--- src/logic/sbt_pkg.sv ---
/*
  package for the standby power-down timer: opcodes, timeout code table,
  time units, status and error bit layouts, and the carrier structs.
  assumes a single 40 MHz core clock.
*/
`default_nettype none
package sbt_pkg;
  // core clock rate
  localparam longint unsigned CLK_HZ = 64'd40_000_000;
  // command opcodes that start the standby command
  localparam logic [7:0] OPC_STANDBY = 8'hE2;
  localparam logic [7:0] OPC_STANDBY_ALT = 8'h96;
  // timeout code boundaries
  localparam logic [7:0] CODE_OFF = 8'h00;
  localparam logic [7:0] CODE_SEC_MAX = 8'hF0;
  localparam logic [7:0] CODE_HALF_HOUR_MAX = 8'hFB;
  localparam logic [7:0] CODE_21MIN = 8'hFC;
  localparam logic [7:0] CODE_8HOUR = 8'hFD;
  localparam logic [7:0] CODE_ABORT = 8'hFE;
  localparam logic [7:0] CODE_21MIN15 = 8'hFF;
  // time units in seconds
  localparam int unsigned UNIT_SEC_S = 5;
  localparam int unsigned UNIT_HALF_HOUR_S = 1800;
  localparam int unsigned T_21MIN_S = 1260;
  localparam int unsigned T_8HOUR_S = 28800;
  localparam int unsigned T_21MIN15_S = 1275;
  // default clocks per second of interval, shortened in simulation
  localparam int unsigned TICKS_PER_SEC = 32'(CLK_HZ);
  // spin-up and spin-down times, both long counts
  localparam int unsigned SPINUP_MS = 8000;
  localparam int unsigned SPINDOWN_MS = 1000;
  localparam int unsigned SPINUP_CYC = 32'((CLK_HZ * SPINUP_MS) / 64'd1000);
  localparam int unsigned SPINDOWN_CYC = 32'((CLK_HZ * SPINDOWN_MS) / 64'd1000);
  // status bit positions
  localparam int unsigned ST_BSY = 7;
  localparam int unsigned ST_RDY = 6;
  localparam int unsigned ST_DF = 5;
  localparam int unsigned ST_DSC = 4;
  localparam int unsigned ST_COR = 2;
  localparam int unsigned ST_ERR = 0;
  // error bit position
  localparam int unsigned ER_ABT = 2;
  localparam logic [7:0] BYTE_ZERO = 8'h00;

  // power states of the drive
  typedef enum logic [2:0] {
    SBT_IDLE = 3'b000,
    SBT_SPIN_DOWN = 3'b001,
    SBT_STANDBY = 3'b010,
    SBT_SPIN_UP = 3'b011,
    SBT_DONE = 3'b100
  } sbt_state_t;

  // command strobe from the task-file decoder
  typedef struct packed {
    logic valid;
    logic [7:0] opcode;
    logic [7:0] count;
  } sbt_cmd_t;

  // completion answer to the task file
  typedef struct packed {
    logic done;
    logic [7:0] status;
    logic [7:0] error;
  } sbt_resp_t;
endpackage
`default_nettype wire

--- src/logic/sbt_countdown.sv ---
/*
  loadable down counter with a prescaler: counts whole seconds of clock
  ticks, then seconds down to zero and raises a one-cycle expiry pulse.
  assumes load and enable come from logic on the same clock.
*/
`timescale 1ns/100ps
`default_nettype none
module sbt_countdown #(
  parameter int unsigned TICKS = 40_000_000
) (
  input wire logic mclk,
  input wire logic reset,
  input wire logic ce,
  input wire logic load,
  input wire logic [14:0] load_sec,
  input wire logic run,
  output logic expired
);
  // counter state kept as one struct
  typedef struct packed {
    logic [31:0] tick;
    logic [14:0] sec;
    logic fire;
  } sbt_cnt_t;
  sbt_cnt_t cur;
  sbt_cnt_t next_cur;

  // next-state: load wins over counting so a reload never misses
  always_comb begin
    next_cur = cur;
    next_cur.fire = 1'b0;
    if (load) begin
      next_cur.sec = load_sec;
      next_cur.tick = 32'(TICKS - 1);
    end else if (run && cur.sec != 15'h0000) begin
      if (cur.tick == 32'h0000_0000) begin
        next_cur.tick = 32'(TICKS - 1);
        next_cur.sec = cur.sec - 15'h0001;
        // last second just ran out
        next_cur.fire = (cur.sec == 15'h0001);
      end else begin
        next_cur.tick = cur.tick - 32'h0000_0001;
      end
    end
  end

  // register with clock enable
  always_ff @(posedge mclk) begin
    if (reset) begin
      cur <= '0;
    end else if (ce) begin
      cur <= next_cur;
    end
  end

  assign expired = cur.fire;
endmodule
`default_nettype wire

--- src/logic/sbt_standby_timer.sv ---
/*
  standby command handling and automatic power-down timer of a disk drive.
  takes decoded task-file commands and host access pulses, drives spindle
  requests and answers each standby command with status and error bytes.
  assumes cmd and host_access are synchronous to mclk; spindle_stopped and
  spindle_at_speed are pins and are synchronised here.
*/
`timescale 1ns/100ps
`default_nettype none
// Summary of operation
// - standby opcode enters standby, loads interval
// - standby: spindle off, interface still accepts
// - already stopped spindle skips spin-down
// - command in standby waits for spin-up
// - countdown starts only back in idle
// - extended option puts command standby in deepest level
// - code zero disables automatic power-down
// - other non-zero codes except 254 enable power-down
// - codes 1-240 x5s, 241-251 x30min
// - 252 21min, 253 8h, 255 21m15s
// - expiry enters standby by itself
// - host access in idle reloads full interval
module sbt_standby_timer #(
  parameter int unsigned TICKS_PER_SEC = sbt_pkg::TICKS_PER_SEC,
  parameter int unsigned SPINUP_CYC = sbt_pkg::SPINUP_CYC,
  parameter int unsigned SPINDOWN_CYC = sbt_pkg::SPINDOWN_CYC
) (
  input wire logic mclk,
  input wire logic reset,
  input wire logic ce,
  input wire sbt_pkg::sbt_cmd_t cmd,
  input wire logic host_access,
  input wire logic epc_enable,
  input wire logic spindle_stopped,
  input wire logic spindle_at_speed,
  output logic spin_down_req,
  output logic spin_up_req,
  output logic in_standby,
  output logic standby_z,
  output logic cmd_hold,
  output logic timer_enabled,
  output sbt_pkg::sbt_resp_t resp
);
  // all module state in one struct
  typedef struct packed {
    sbt_pkg::sbt_state_t st;
    logic [1:0] stop_sync;
    logic [1:0] speed_sync;
    logic [31:0] wait_cnt;
    logic [14:0] interval;
    logic enabled;
    logic armed;
    logic deep;
    logic by_cmd; // sequence started by a host command, so it must be answered
    logic pend_cmd;
    logic [7:0] pend_opc;
    logic [7:0] pend_cnt;
    logic down_req;
    logic up_req;
    sbt_pkg::sbt_resp_t resp;
  } sbt_regs_t;
  sbt_regs_t r;
  sbt_regs_t next_r;

  // interval decode of the timeout code
  logic [14:0] dec_sec; // interval in seconds
  logic dec_enable; // code turns the timer on
  logic dec_abort; // code is the abort code
  logic load_timer; // restart countdown
  logic expired; // countdown ran out
  logic is_standby_cmd; // command strobe carries the standby opcode

  // table decode, purely combinational
  always_comb begin
    dec_sec = 15'h0000;
    dec_enable = 1'b1;
    dec_abort = 1'b0;
    if (cmd.count == sbt_pkg::CODE_OFF) begin
      dec_enable = 1'b0;
    end else if (cmd.count <= sbt_pkg::CODE_SEC_MAX) begin
      dec_sec = 15'(cmd.count * sbt_pkg::UNIT_SEC_S);
    end else if (cmd.count <= sbt_pkg::CODE_HALF_HOUR_MAX) begin
      dec_sec = 15'((cmd.count - sbt_pkg::CODE_SEC_MAX) * sbt_pkg::UNIT_HALF_HOUR_S);
    end else begin
      case (cmd.count)
        sbt_pkg::CODE_21MIN: dec_sec = 15'(sbt_pkg::T_21MIN_S);
        sbt_pkg::CODE_8HOUR: dec_sec = 15'(sbt_pkg::T_8HOUR_S);
        sbt_pkg::CODE_21MIN15: dec_sec = 15'(sbt_pkg::T_21MIN15_S);
        default: begin
          // abort code keeps the old setting
          dec_abort = 1'b1;
          dec_enable = 1'b0;
        end
      endcase
    end
  end

  assign is_standby_cmd = cmd.valid &&
    (cmd.opcode == sbt_pkg::OPC_STANDBY || cmd.opcode == sbt_pkg::OPC_STANDBY_ALT);

  // reload on a new setting, on a host access in idle, and when idle is reached
  assign load_timer = (r.st == sbt_pkg::SBT_IDLE) && (host_access || !r.armed);

  sbt_countdown #(
    .TICKS(TICKS_PER_SEC)
  ) u_count (
    .mclk(mclk),
    .reset(reset),
    .ce(ce),
    .load(load_timer),
    .load_sec(r.interval),
    .run(r.armed && r.enabled && r.st == sbt_pkg::SBT_IDLE),
    .expired(expired)
  );

  // next-state logic of the power state machine
  always_comb begin
    next_r = r;
    next_r.stop_sync = {r.stop_sync[0], spindle_stopped};
    next_r.speed_sync = {r.speed_sync[0], spindle_at_speed};
    next_r.resp.done = 1'b0;
    if (r.wait_cnt != 32'h0000_0000) begin
      next_r.wait_cnt = r.wait_cnt - 32'h0000_0001;
    end
    // arming follows idle: a fresh load happens the first idle cycle
    if (r.st == sbt_pkg::SBT_IDLE) begin
      next_r.armed = 1'b1;
    end else begin
      next_r.armed = 1'b0;
    end
    if (is_standby_cmd && dec_abort) begin
      // abort answers at once and changes nothing else
      next_r.resp.done = 1'b1;
      next_r.resp.status = sbt_pkg::BYTE_ZERO;
      next_r.resp.status[sbt_pkg::ST_ERR] = 1'b1;
      next_r.resp.status[sbt_pkg::ST_RDY] = 1'b1;
      next_r.resp.status[sbt_pkg::ST_DSC] = 1'b1;
      next_r.resp.error = sbt_pkg::BYTE_ZERO;
      next_r.resp.error[sbt_pkg::ER_ABT] = 1'b1;
    end else if (is_standby_cmd) begin
      next_r.enabled = dec_enable;
      next_r.interval = dec_sec;
      next_r.deep = epc_enable;
      next_r.armed = 1'b0;
      next_r.pend_cmd = 1'b0;
      next_r.by_cmd = 1'b1;
      // drop the spin-up request on every path: otherwise a command during
      // spin-up would take the skip path and sit in standby still asking for speed
      next_r.up_req = 1'b0;
      if (r.stop_sync[1]) begin
        next_r.st = sbt_pkg::SBT_DONE;
      end else begin
        next_r.st = sbt_pkg::SBT_SPIN_DOWN;
        next_r.down_req = 1'b1;
        next_r.up_req = 1'b0;
        next_r.wait_cnt = 32'(SPINDOWN_CYC);
      end
    end else begin
      case (r.st)
        sbt_pkg::SBT_IDLE: begin
          if (expired) begin
            // timer expiry spins down on its own
            next_r.deep = 1'b0;
            // nobody asked for this standby, so nobody gets an answer
            next_r.by_cmd = 1'b0;
            next_r.down_req = 1'b1;
            next_r.st = r.stop_sync[1] ? sbt_pkg::SBT_STANDBY : sbt_pkg::SBT_SPIN_DOWN;
            next_r.wait_cnt = 32'(SPINDOWN_CYC);
          end
        end
        sbt_pkg::SBT_SPIN_DOWN: begin
          // done once the spindle reports stopped or the time ran out
          if (r.stop_sync[1] || r.wait_cnt == 32'h0000_0000) begin
            // only a command-started sequence passes through the answer state
            if (r.by_cmd) begin
              next_r.st = sbt_pkg::SBT_DONE;
            end else begin
              next_r.st = sbt_pkg::SBT_STANDBY;
            end
          end
        end
        sbt_pkg::SBT_DONE: begin
          // command completion: no error, ready
          next_r.resp.done = 1'b1;
          next_r.resp.status = sbt_pkg::BYTE_ZERO;
          next_r.resp.status[sbt_pkg::ST_RDY] = 1'b1;
          next_r.resp.status[sbt_pkg::ST_DSC] = 1'b1;
          next_r.resp.error = sbt_pkg::BYTE_ZERO;
          next_r.st = sbt_pkg::SBT_STANDBY;
        end
        sbt_pkg::SBT_STANDBY: begin
          // interface stays live; a command wakes the spindle
          next_r.down_req = 1'b1;
          if (cmd.valid) begin
            next_r.pend_cmd = 1'b1;
            next_r.pend_opc = cmd.opcode;
            next_r.pend_cnt = cmd.count;
            next_r.down_req = 1'b0;
            next_r.up_req = 1'b1;
            next_r.wait_cnt = 32'(SPINUP_CYC);
            next_r.st = sbt_pkg::SBT_SPIN_UP;
          end
        end
        sbt_pkg::SBT_SPIN_UP: begin
          // release the held command at operating speed or when the spin-up time runs out
          if (r.speed_sync[1] || r.wait_cnt == 32'h0000_0000) begin
            next_r.up_req = 1'b0;
            next_r.pend_cmd = 1'b0;
            next_r.deep = 1'b0;
            next_r.st = sbt_pkg::SBT_IDLE;
          end
        end
        default: begin
          next_r.st = sbt_pkg::SBT_IDLE;
        end
      endcase
    end
  end

  // state register with clock enable and synchronous reset
  always_ff @(posedge mclk) begin
    if (reset) begin
      r <= '0;
    end else if (ce) begin
      r <= next_r;
    end
  end

  // outputs
  assign spin_down_req = r.down_req;
  assign spin_up_req = r.up_req;
  assign in_standby = (r.st == sbt_pkg::SBT_STANDBY) || (r.st == sbt_pkg::SBT_SPIN_UP);
  assign standby_z = in_standby && r.deep;
  assign cmd_hold = r.pend_cmd;
  assign timer_enabled = r.enabled;
  assign resp = r.resp;

  // a standby command while idle leaves idle next cycle
  a_cmd_leaves_idle: assert property (@(posedge mclk) disable iff (reset)
    ce && is_standby_cmd && !dec_abort && r.st == sbt_pkg::SBT_IDLE |=> r.st != sbt_pkg::SBT_IDLE)
    else $error("standby command did not leave idle");
  // spindle is not asked to spin while in standby
  a_standby_spindle_off: assert property (@(posedge mclk) disable iff (reset)
    r.st == sbt_pkg::SBT_STANDBY |-> !r.up_req)
    else $error("spin-up requested during standby");
  // stopped spindle goes straight to completion
  a_skip_spin_down: assert property (@(posedge mclk) disable iff (reset)
    ce && is_standby_cmd && !dec_abort && r.stop_sync[1] |=> r.st == sbt_pkg::SBT_DONE)
    else $error("spin-down not skipped");
  // held command is released only after spin-up
  a_hold_until_speed: assert property (@(posedge mclk) disable iff (reset)
    $fell(r.pend_cmd) && !$past(is_standby_cmd) |-> $past(r.st) == sbt_pkg::SBT_SPIN_UP)
    else $error("command released before spin-up");
  // countdown never expires outside idle; a standby command landing on the
  // last tick leaves idle together with the pulse, which is then dropped
  a_expire_idle_only: assert property (@(posedge mclk) disable iff (reset)
    ce && expired && !$past(is_standby_cmd) |-> r.st == sbt_pkg::SBT_IDLE)
    else $error("timer expired outside idle");
  // deep standby follows the option bit
  a_deep_standby: assert property (@(posedge mclk) disable iff (reset)
    ce && is_standby_cmd && !dec_abort && epc_enable |=> r.deep)
    else $error("deep standby not taken");
  // zero code turns the timer off
  a_zero_disables: assert property (@(posedge mclk) disable iff (reset)
    ce && is_standby_cmd && cmd.count == sbt_pkg::CODE_OFF |=> !r.enabled)
    else $error("zero code left timer on");
  // normal code turns the timer on
  a_code_enables: assert property (@(posedge mclk) disable iff (reset)
    ce && is_standby_cmd && cmd.count != sbt_pkg::CODE_OFF && cmd.count != sbt_pkg::CODE_ABORT |=> r.enabled)
    else $error("code did not enable timer");
  // five-second step decode
  a_decode_seconds: assert property (@(posedge mclk) disable iff (reset)
    ce && is_standby_cmd && cmd.count == 8'h01 |=> r.interval == 15'h0005)
    else $error("code 1 decode wrong");
  // eight-hour code decode
  a_decode_special: assert property (@(posedge mclk) disable iff (reset)
    ce && is_standby_cmd && cmd.count == sbt_pkg::CODE_8HOUR |=> r.interval == 15'h7080)
    else $error("code 253 decode wrong");
  // expiry starts spin-down next cycle
  a_expiry_standby: assert property (@(posedge mclk) disable iff (reset)
    ce && expired && !cmd.valid |=> r.down_req && r.st != sbt_pkg::SBT_IDLE)
    else $error("expiry ignored");
  // abort answers with the documented bytes
  a_abort_answer: assert property (@(posedge mclk) disable iff (reset)
    ce && is_standby_cmd && cmd.count == sbt_pkg::CODE_ABORT
    |=> resp.done && resp.error == 8'h04 && resp.status == 8'h51)
    else $error("abort answer wrong");
  // host access holds off expiry the cycle after
  a_access_reload: assert property (@(posedge mclk) disable iff (reset)
    ce && host_access && r.st == sbt_pkg::SBT_IDLE |=> !expired)
    else $error("expiry right after host access");
  // timer-started spin-down never produces a completion
  a_timer_no_answer: assert property (@(posedge mclk) disable iff (reset)
    ce && r.st == sbt_pkg::SBT_SPIN_DOWN && !r.by_cmd && !is_standby_cmd |=> !resp.done)
    else $error("answer given for timer standby");
  // a held command stays held while the spindle is below speed and spin-up time remains
  a_hold_below_speed: assert property (@(posedge mclk) disable iff (reset)
    ce && r.st == sbt_pkg::SBT_SPIN_UP && !is_standby_cmd && !r.speed_sync[1] && r.wait_cnt != 32'h0000_0000
    |=> r.st == sbt_pkg::SBT_SPIN_UP && cmd_hold)
    else $error("command released below speed");
endmodule
`default_nettype wire

--- config.mk ---
export PLATFORM = sky130hd
export DESIGN_NAME = sbt_standby_timer
export DESIGN_NICKNAME = d
export VERILOG_FILES = /design/src/logic/sbt_pkg.sv /design/src/logic/sbt_countdown.sv /design/src/logic/sbt_standby_timer.sv
export SDC_FILE = /design/constraint.sdc
export NUM_CORES = 1
export LEC_CHECK = 0
export ABC_AREA = 1
export BUFFER_PORTS_ARGS = -buffer_cell sky130_fd_sc_hd__buf_2
export CAP_MARGIN = 10
export CORE_AREA = 2 2 98 138
export DETAILED_ROUTE_END_ITERATION = 12
export DIE_AREA = 0 0 100 140
export PLACE_DENSITY = 0.92
export SYNTH_ARGS = -nofsm -noshare
export SYNTH_HDL_FRONTEND = slang
export SYNTH_SLANG_ARGS = --single-unit
--- constraint.sdc ---
create_clock -name mclk -period 5.61 [get_ports mclk]
set_input_delay 0.561 -clock mclk [delete_from_list [all_inputs] [get_ports mclk]]
set_output_delay 0.561 -clock mclk [all_outputs]
set_load 0.005 [all_outputs]
== Word level (Yosys, flattened, before mapping) ==
Cells that the tools add are included.

* Magnitude comparators: 2
* Bitwise operators: 2
* Add/sub/neg operators: 4
* $mul: 2
* Mux-type cells: 52
* Reduce and logical (&&, ||, !) cells: 38
* Eq/ne operators: 16
* Shift-type cells: 0
* Div/mod/pow operators: 0

{| class="wikitable"
|+ Operators with widths
! kind !! number
|-
| 2-to-1 mux 32 bit || 6
|-
| 2-to-1 mux 70 bit || 1
|-
| 2-to-1 mux 17 bit || 4
|-
| logical NOT 32 bit || 2
|-
| case mux 32 bit (2 select lines) || 1
|-
| subtractor 32 x 1 -> 32 bit, second input constant || 2
|-
| 2-to-1 mux 16 bit || 3
|-
| 2-to-1 mux 48 bit || 1
|-
| 2-to-1 mux 47 bit || 1
|-
| 2-to-1 mux 15 bit || 3
|-
| case mux 15 bit (3 select lines) || 1
|-
| equality test 8 bit, second input constant || 5
|-
| multiplier 32 x 8 -> 12 bit, second input constant || 1
|-
| nonzero test 32 bit || 1
|-
| 2-to-1 mux 3 bit || 8
|-
| AND reduction 5 bit || 4
|-
| 2-to-1 mux 19 bit || 1
|-
| <= comparator 8 bit, second input constant || 2
|-
| equality test 15 x 1 -> 1 bit, second input constant || 1
|-
| case mux 3 bit (5 select lines) || 1
|-
| nonzero test 15 bit || 1
|-
| subtractor 15 x 1 -> 15 bit, second input constant || 1
|-
| 2-to-1 mux 1 bit || 13
|-
| multiplier 8 x 3 -> 11 bit, second input constant || 1
|-
| 23 further kinds || 51
|}

* Bits in latches: 0
* Bits in writable memories: 0
* ROM bits: 0
* Register bits after elaboration: 142
* Memories kept: 0
* Input port bits: 24

== Depth between registers and ports, before layout ==
* Depth in word-level cells: 9
* Gate-level depth with buffers: 19
* Mapped depth without buffers: 19

== By module ==
From an unflattened synthesis, not the netlist that was laid out.

* Cell total of the unflattened synthesis: 1,326
* Area total of the unflattened synthesis: 8,458.1 µm²

{| class="wikitable"
|+ Modules (own cells, without submodules)
! module !! area an instance (µm²) !! times used !! cells each
|-
| sbt_standby_timer || 4,988.5 || 1 || 746
|-
| sbt_countdown || 3,469.6 || 1 || 580
|}

== Worst setup path before layout ==
OpenSTA, ideal clock, no wires.

* Kind: input -> register
* Start point: input port cmd[1] in the netlist's numbering
* End point: register r[54] in the netlist's numbering
* Slack: 2.186 ns
* Library setup time: 0.119 ns
* Data required time: 5.491 ns
* Path buffers: 0
* Arrival time: 3.304 ns
* Stages: 17
* Cells stage by stage: inv_1 -> fa_1 -> inv_1 -> ha_1 -> fa_1 -> ha_1 -> fa_1 -> nand2_1 -> a21oi_1 -> nor2_1 -> nand3_1 -> nand2_1 -> inv_1 -> nand2_1 -> nand3_1 -> nand2_1 -> a21oi_1

* Longest elaborated chain between the ends: 9
* Elaborated cells on any way between the ends: 20

{| class="wikitable"
|+ Ends and longest elaborated chain
! item !! RTL line !! RTL
|-
| start, declared || sbt_standby_timer.sv:31 || <nowiki>input wire sbt_pkg::sbt_cmd_t cmd,</nowiki>
|-
| parallel branches: the longest is 9 deep, another holds multiplier 32 x 8 -> 12 bit || n/a ||
|-
| end signal, assigned || sbt_standby_timer.sv:225 || <nowiki>r <= next_r;</nowiki>
|-
| end, declared || sbt_standby_timer.sv:62 || <nowiki>sbt_regs_t r;</nowiki>
|}

Parallel ways; which one is timed is not known.
A chain may end at the register's enable or synchronous reset.

== Final worst setup path ==
* Start point: input port cmd[4] in the netlist's numbering
* End point: register r[54] in the netlist's numbering

The elaborated chain is that of the path after synthesis.

==> impl_metrics.env <==
export IMPL_status="completed"
export IMPL_layout_common_cells="nand2_1, nor2_1, inv_1"
export IMPL_leakagePower_nw=4.15
export IMPL_async_flop_share=0
export IMPL_combPwrFrac=0.451
export IMPL_synthFlopType="dfxtp_1"
export IMPL_post_drt_wl_per_cell_um=13.9
export IMPL_ys_seq_area_frac=0.272
export IMPL_postCtsHoldBufs=0
export IMPL_powerDensity_nw_per_um2=345
export IMPL_synth_yosys_warnings=0
export IMPL_syn2layout_area_growth_pct=5.19
export IMPL_grt_pass1_wl_um=34100
export IMPL_diodes=0
export IMPL_core_area_um2=12800
export IMPL_dr_total_vias=8160
export IMPL_wirelength_um=20100
export IMPL_h_tree_depth=3
export IMPL_io_pins=47
export IMPL_drive_above_1_share=0.0978
export IMPL_antenna_found_initial=0
export IMPL_cp_common_cell="ha_1"
export IMPL_io_buffers=34
export IMPL_finalSetupViolations=0
export IMPL_crit_path_start="cmd[4]"
export IMPL_rows=49
export IMPL_firstDrtPassIters=6
export IMPL_critPathRequiredTime_ps=5910
export IMPL_cts_sinks=111
export IMPL_synth_area_um2=8170
export IMPL_ant_nets=0
export IMPL_drtIter0Drc=570
export IMPL_synthTopCellsByArea="dfxtp_1, nand2_1, nor2_1, inv_1, ha_1"
export IMPL_ir_drop_mv=0.193
export IMPL_grt_start_max_net_pins=42
export IMPL_synth_top_area_frac=0.272
export IMPL_die_area_um2=14000
export IMPL_cts_setup_buffers=0
export IMPL_netSwitchingPower_w=0.00132
export IMPL_synth_edf_count=0
export IMPL_criticalPathCategory="in -> reg"
export IMPL_cts_max_path_buffers=2
export IMPL_hold_viol_final=0
export IMPL_r2r_start="u_count.cur[1]$_SDFFE_PP0P_"
export IMPL_max_slew_margin_rel=0.430
export IMPL_finish_net_count=1358
export IMPL_viasPerCell=5.66
export IMPL_tightest_slew_ps=855
export IMPL_synth_seq_cells=111
export IMPL_finalCriticalPeriod_ps=3460
export IMPL_min_path_type="in -> reg"
export IMPL_cts_tree="done"
export IMPL_clkPwrFrac=0.216
export IMPL_path_clk_slew_ps=80
export IMPL_cts_made_buffers=9
export IMPL_tns_ps=0
export IMPL_initial_core_util=0.640
export IMPL_design_area_um2=8590
export IMPL_grt_pass1_vias=7754
export IMPL_hold_depth=3
export IMPL_path_cells="buf_2 -> inv_1 -> ha_1 -> xnor2_1 -> xor2_1 -> ha_1 -> fa_1 -> ha_1 -> ha_1 -> inv_1 -> a21oi_1 -> nor2_1 -> nand3_1 -> nand2_1 -> inv_1 -> nand2_1 -> nand3_1 -> nand2_1 -> a21oi_1"
export IMPL_drc_errors=0
export IMPL_rsz0062_at_grt="false"
export IMPL_slowest_stage="fa_1"
export IMPL_slowest_delay_ps=460
export IMPL_post_cts_resized=0
export IMPL_fillers=1117
export IMPL_clockRootBuffer="clkbuf_16"
export IMPL_switching_share=0.443
export IMPL_maxCapViolations=0
export IMPL_fin_skew_ps=12.2
export IMPL_insertion_delay_ps=370
export IMPL_track_usage=0.293
export IMPL_grt_overflow=0
export IMPL_internal_power_w=0.00165
export IMPL_die_w_um=100
export IMPL_placed_area_um2=8300
export IMPL_post_route_period_util=0.617
export IMPL_avgSynthCellArea_um2=6.43
export IMPL_cp_data_arrival_time_ps=3760
export IMPL_yosysTopAreaCell="dfxtp_1"
export IMPL_r2r_cells=13
export IMPL_yosys_cell_types_count=50
export IMPL_gp_congestion=0.970
export IMPL_end_kind="register"
export IMPL_die_h_um=140
export IMPL_clock_fmax_mhz=289
export IMPL_crit_fanout=7
export IMPL_mostFrequentLayoutCell="nand2_1"
export IMPL_hpwl_um=15000
export IMPL_slew_viol_final=0
export IMPL_syn_instance_count=1270
export IMPL_critPathLaunchType="input pin"
export IMPL_seqPwrFrac=0.333
export IMPL_hold_start="spindle_stopped"
-- final timing paths --
| kind | endpoint | slack [ps] |
|---|---|---|
| min reg2reg | r[53]$_SDFFE_PP0P_ | 460 |
| max reg2reg | u_count.cur[14]$_SDFFE_PP0P_ | 2890 |
| min | next_r[90]$_SDFFE_PP0P_ | 420 |
| max | r[54]$_SDFFE_PP0P_ | 2150 |
-- cell type report --
cell class | instances | area [um2] | area share
Multi-Input combinational cell | 965 | 5090 | 0.593
Sequential cell | 111 | 2220 | 0.259
Inverter | 160 | 604 | 0.0704
Clock buffer | 10 | 229 | 0.0267
Timing Repair Buffer | 37 | 193 | 0.0224
Tap cell | 153 | 191 | 0.0223
Clock inverter | 6 | 60.1 | 0.00699
-- power by group through the flow --
stage | Clock [W] | Combinational [W] | Sequential (W)
3_5_place_dp | 0 | 0.00130 | 0.00100
4_1_cts | 0.000641 | 0.00132 | 0.000983
2_1_floorplan | 0 | 0.00106 | 0.000973
5_1_grt | 0.000675 | 0.00151 | 0.00100
3_3_place_gp | 0 | 0.00126 | 0.000999
6_report | 0.000640 | 0.00134 | 0.000989
-- cells by family (layout without fill, tap and decap cells) --
| group | after synthesis | in the layout | share of synthesized area |
|---|---|---|---|
| AND/OR/NAND/NOR | 695 | 695 | 0.384 |
| buffers and inverters | 205 | 213 | 0.110 |
| AO/OA/AOI/OAI | 178 | 178 | 0.118 |
| flip-flops | 111 | 111 | 0.272 |
| adder cells (fa/ha/maj) | 50 | 50 | 0.0840 |
| XOR/XNOR | 30 | 30 | 0.0322 |
| other | 1 | 12 | 0.000459 |
-- state kept, by name (all words and copies together), names as in the netlist --
register,cells
next_r,2
spin_down_req,1
u_count.cur,47
cmd_hold,1
u_count.expired,1
resp,3
r,55
timer_enabled,1
-- layer usage --
metal	GRT usage	wire, um
met1	0.333	8010
met2	0.529	10200
met3	0.0404	1050
met4	0.144	748
met5	0	0
-- through the flow --
step	std cells	total power (W)	hold slack [ps]	setup slack [ps]	util
floorplan	1281	0.00203	425	2190	-
global placement	1426	0.00226	435	1870	0.651
detailed placement	1426	0.00230	448	1770	0.651
CTS	1442	0.00294	418	2130	0.674
global route	1442	0.00318	423	1850	0.674
finish	1442	0.00297	416	2150	0.674
-- worst max-delay path, delay by kind of cell --
family	cells	cell delay, ps
compound gates	2	260
xor+xnor	2	500
simple gates	6	340
fa+ha+maj	5	1740
buf+inv	4	340
-- synthesized netlist by cell type, drive strengths merged (3+ instances only) --
master and number:
fa 8, xor2 21, dfxtp 111, a31oi 9, inv 157, nor3b 6
or2 5, clkbuf 15, clkinv 3, nor3 26, ha 42, nand2 294
o21ai 79, nand4 27, a21oi 80, nand3 109, buf 30, nor4 5
xnor2 9, o21bai 3, nor2 222
No activity file was read; power rests on OpenSTA's default activity.
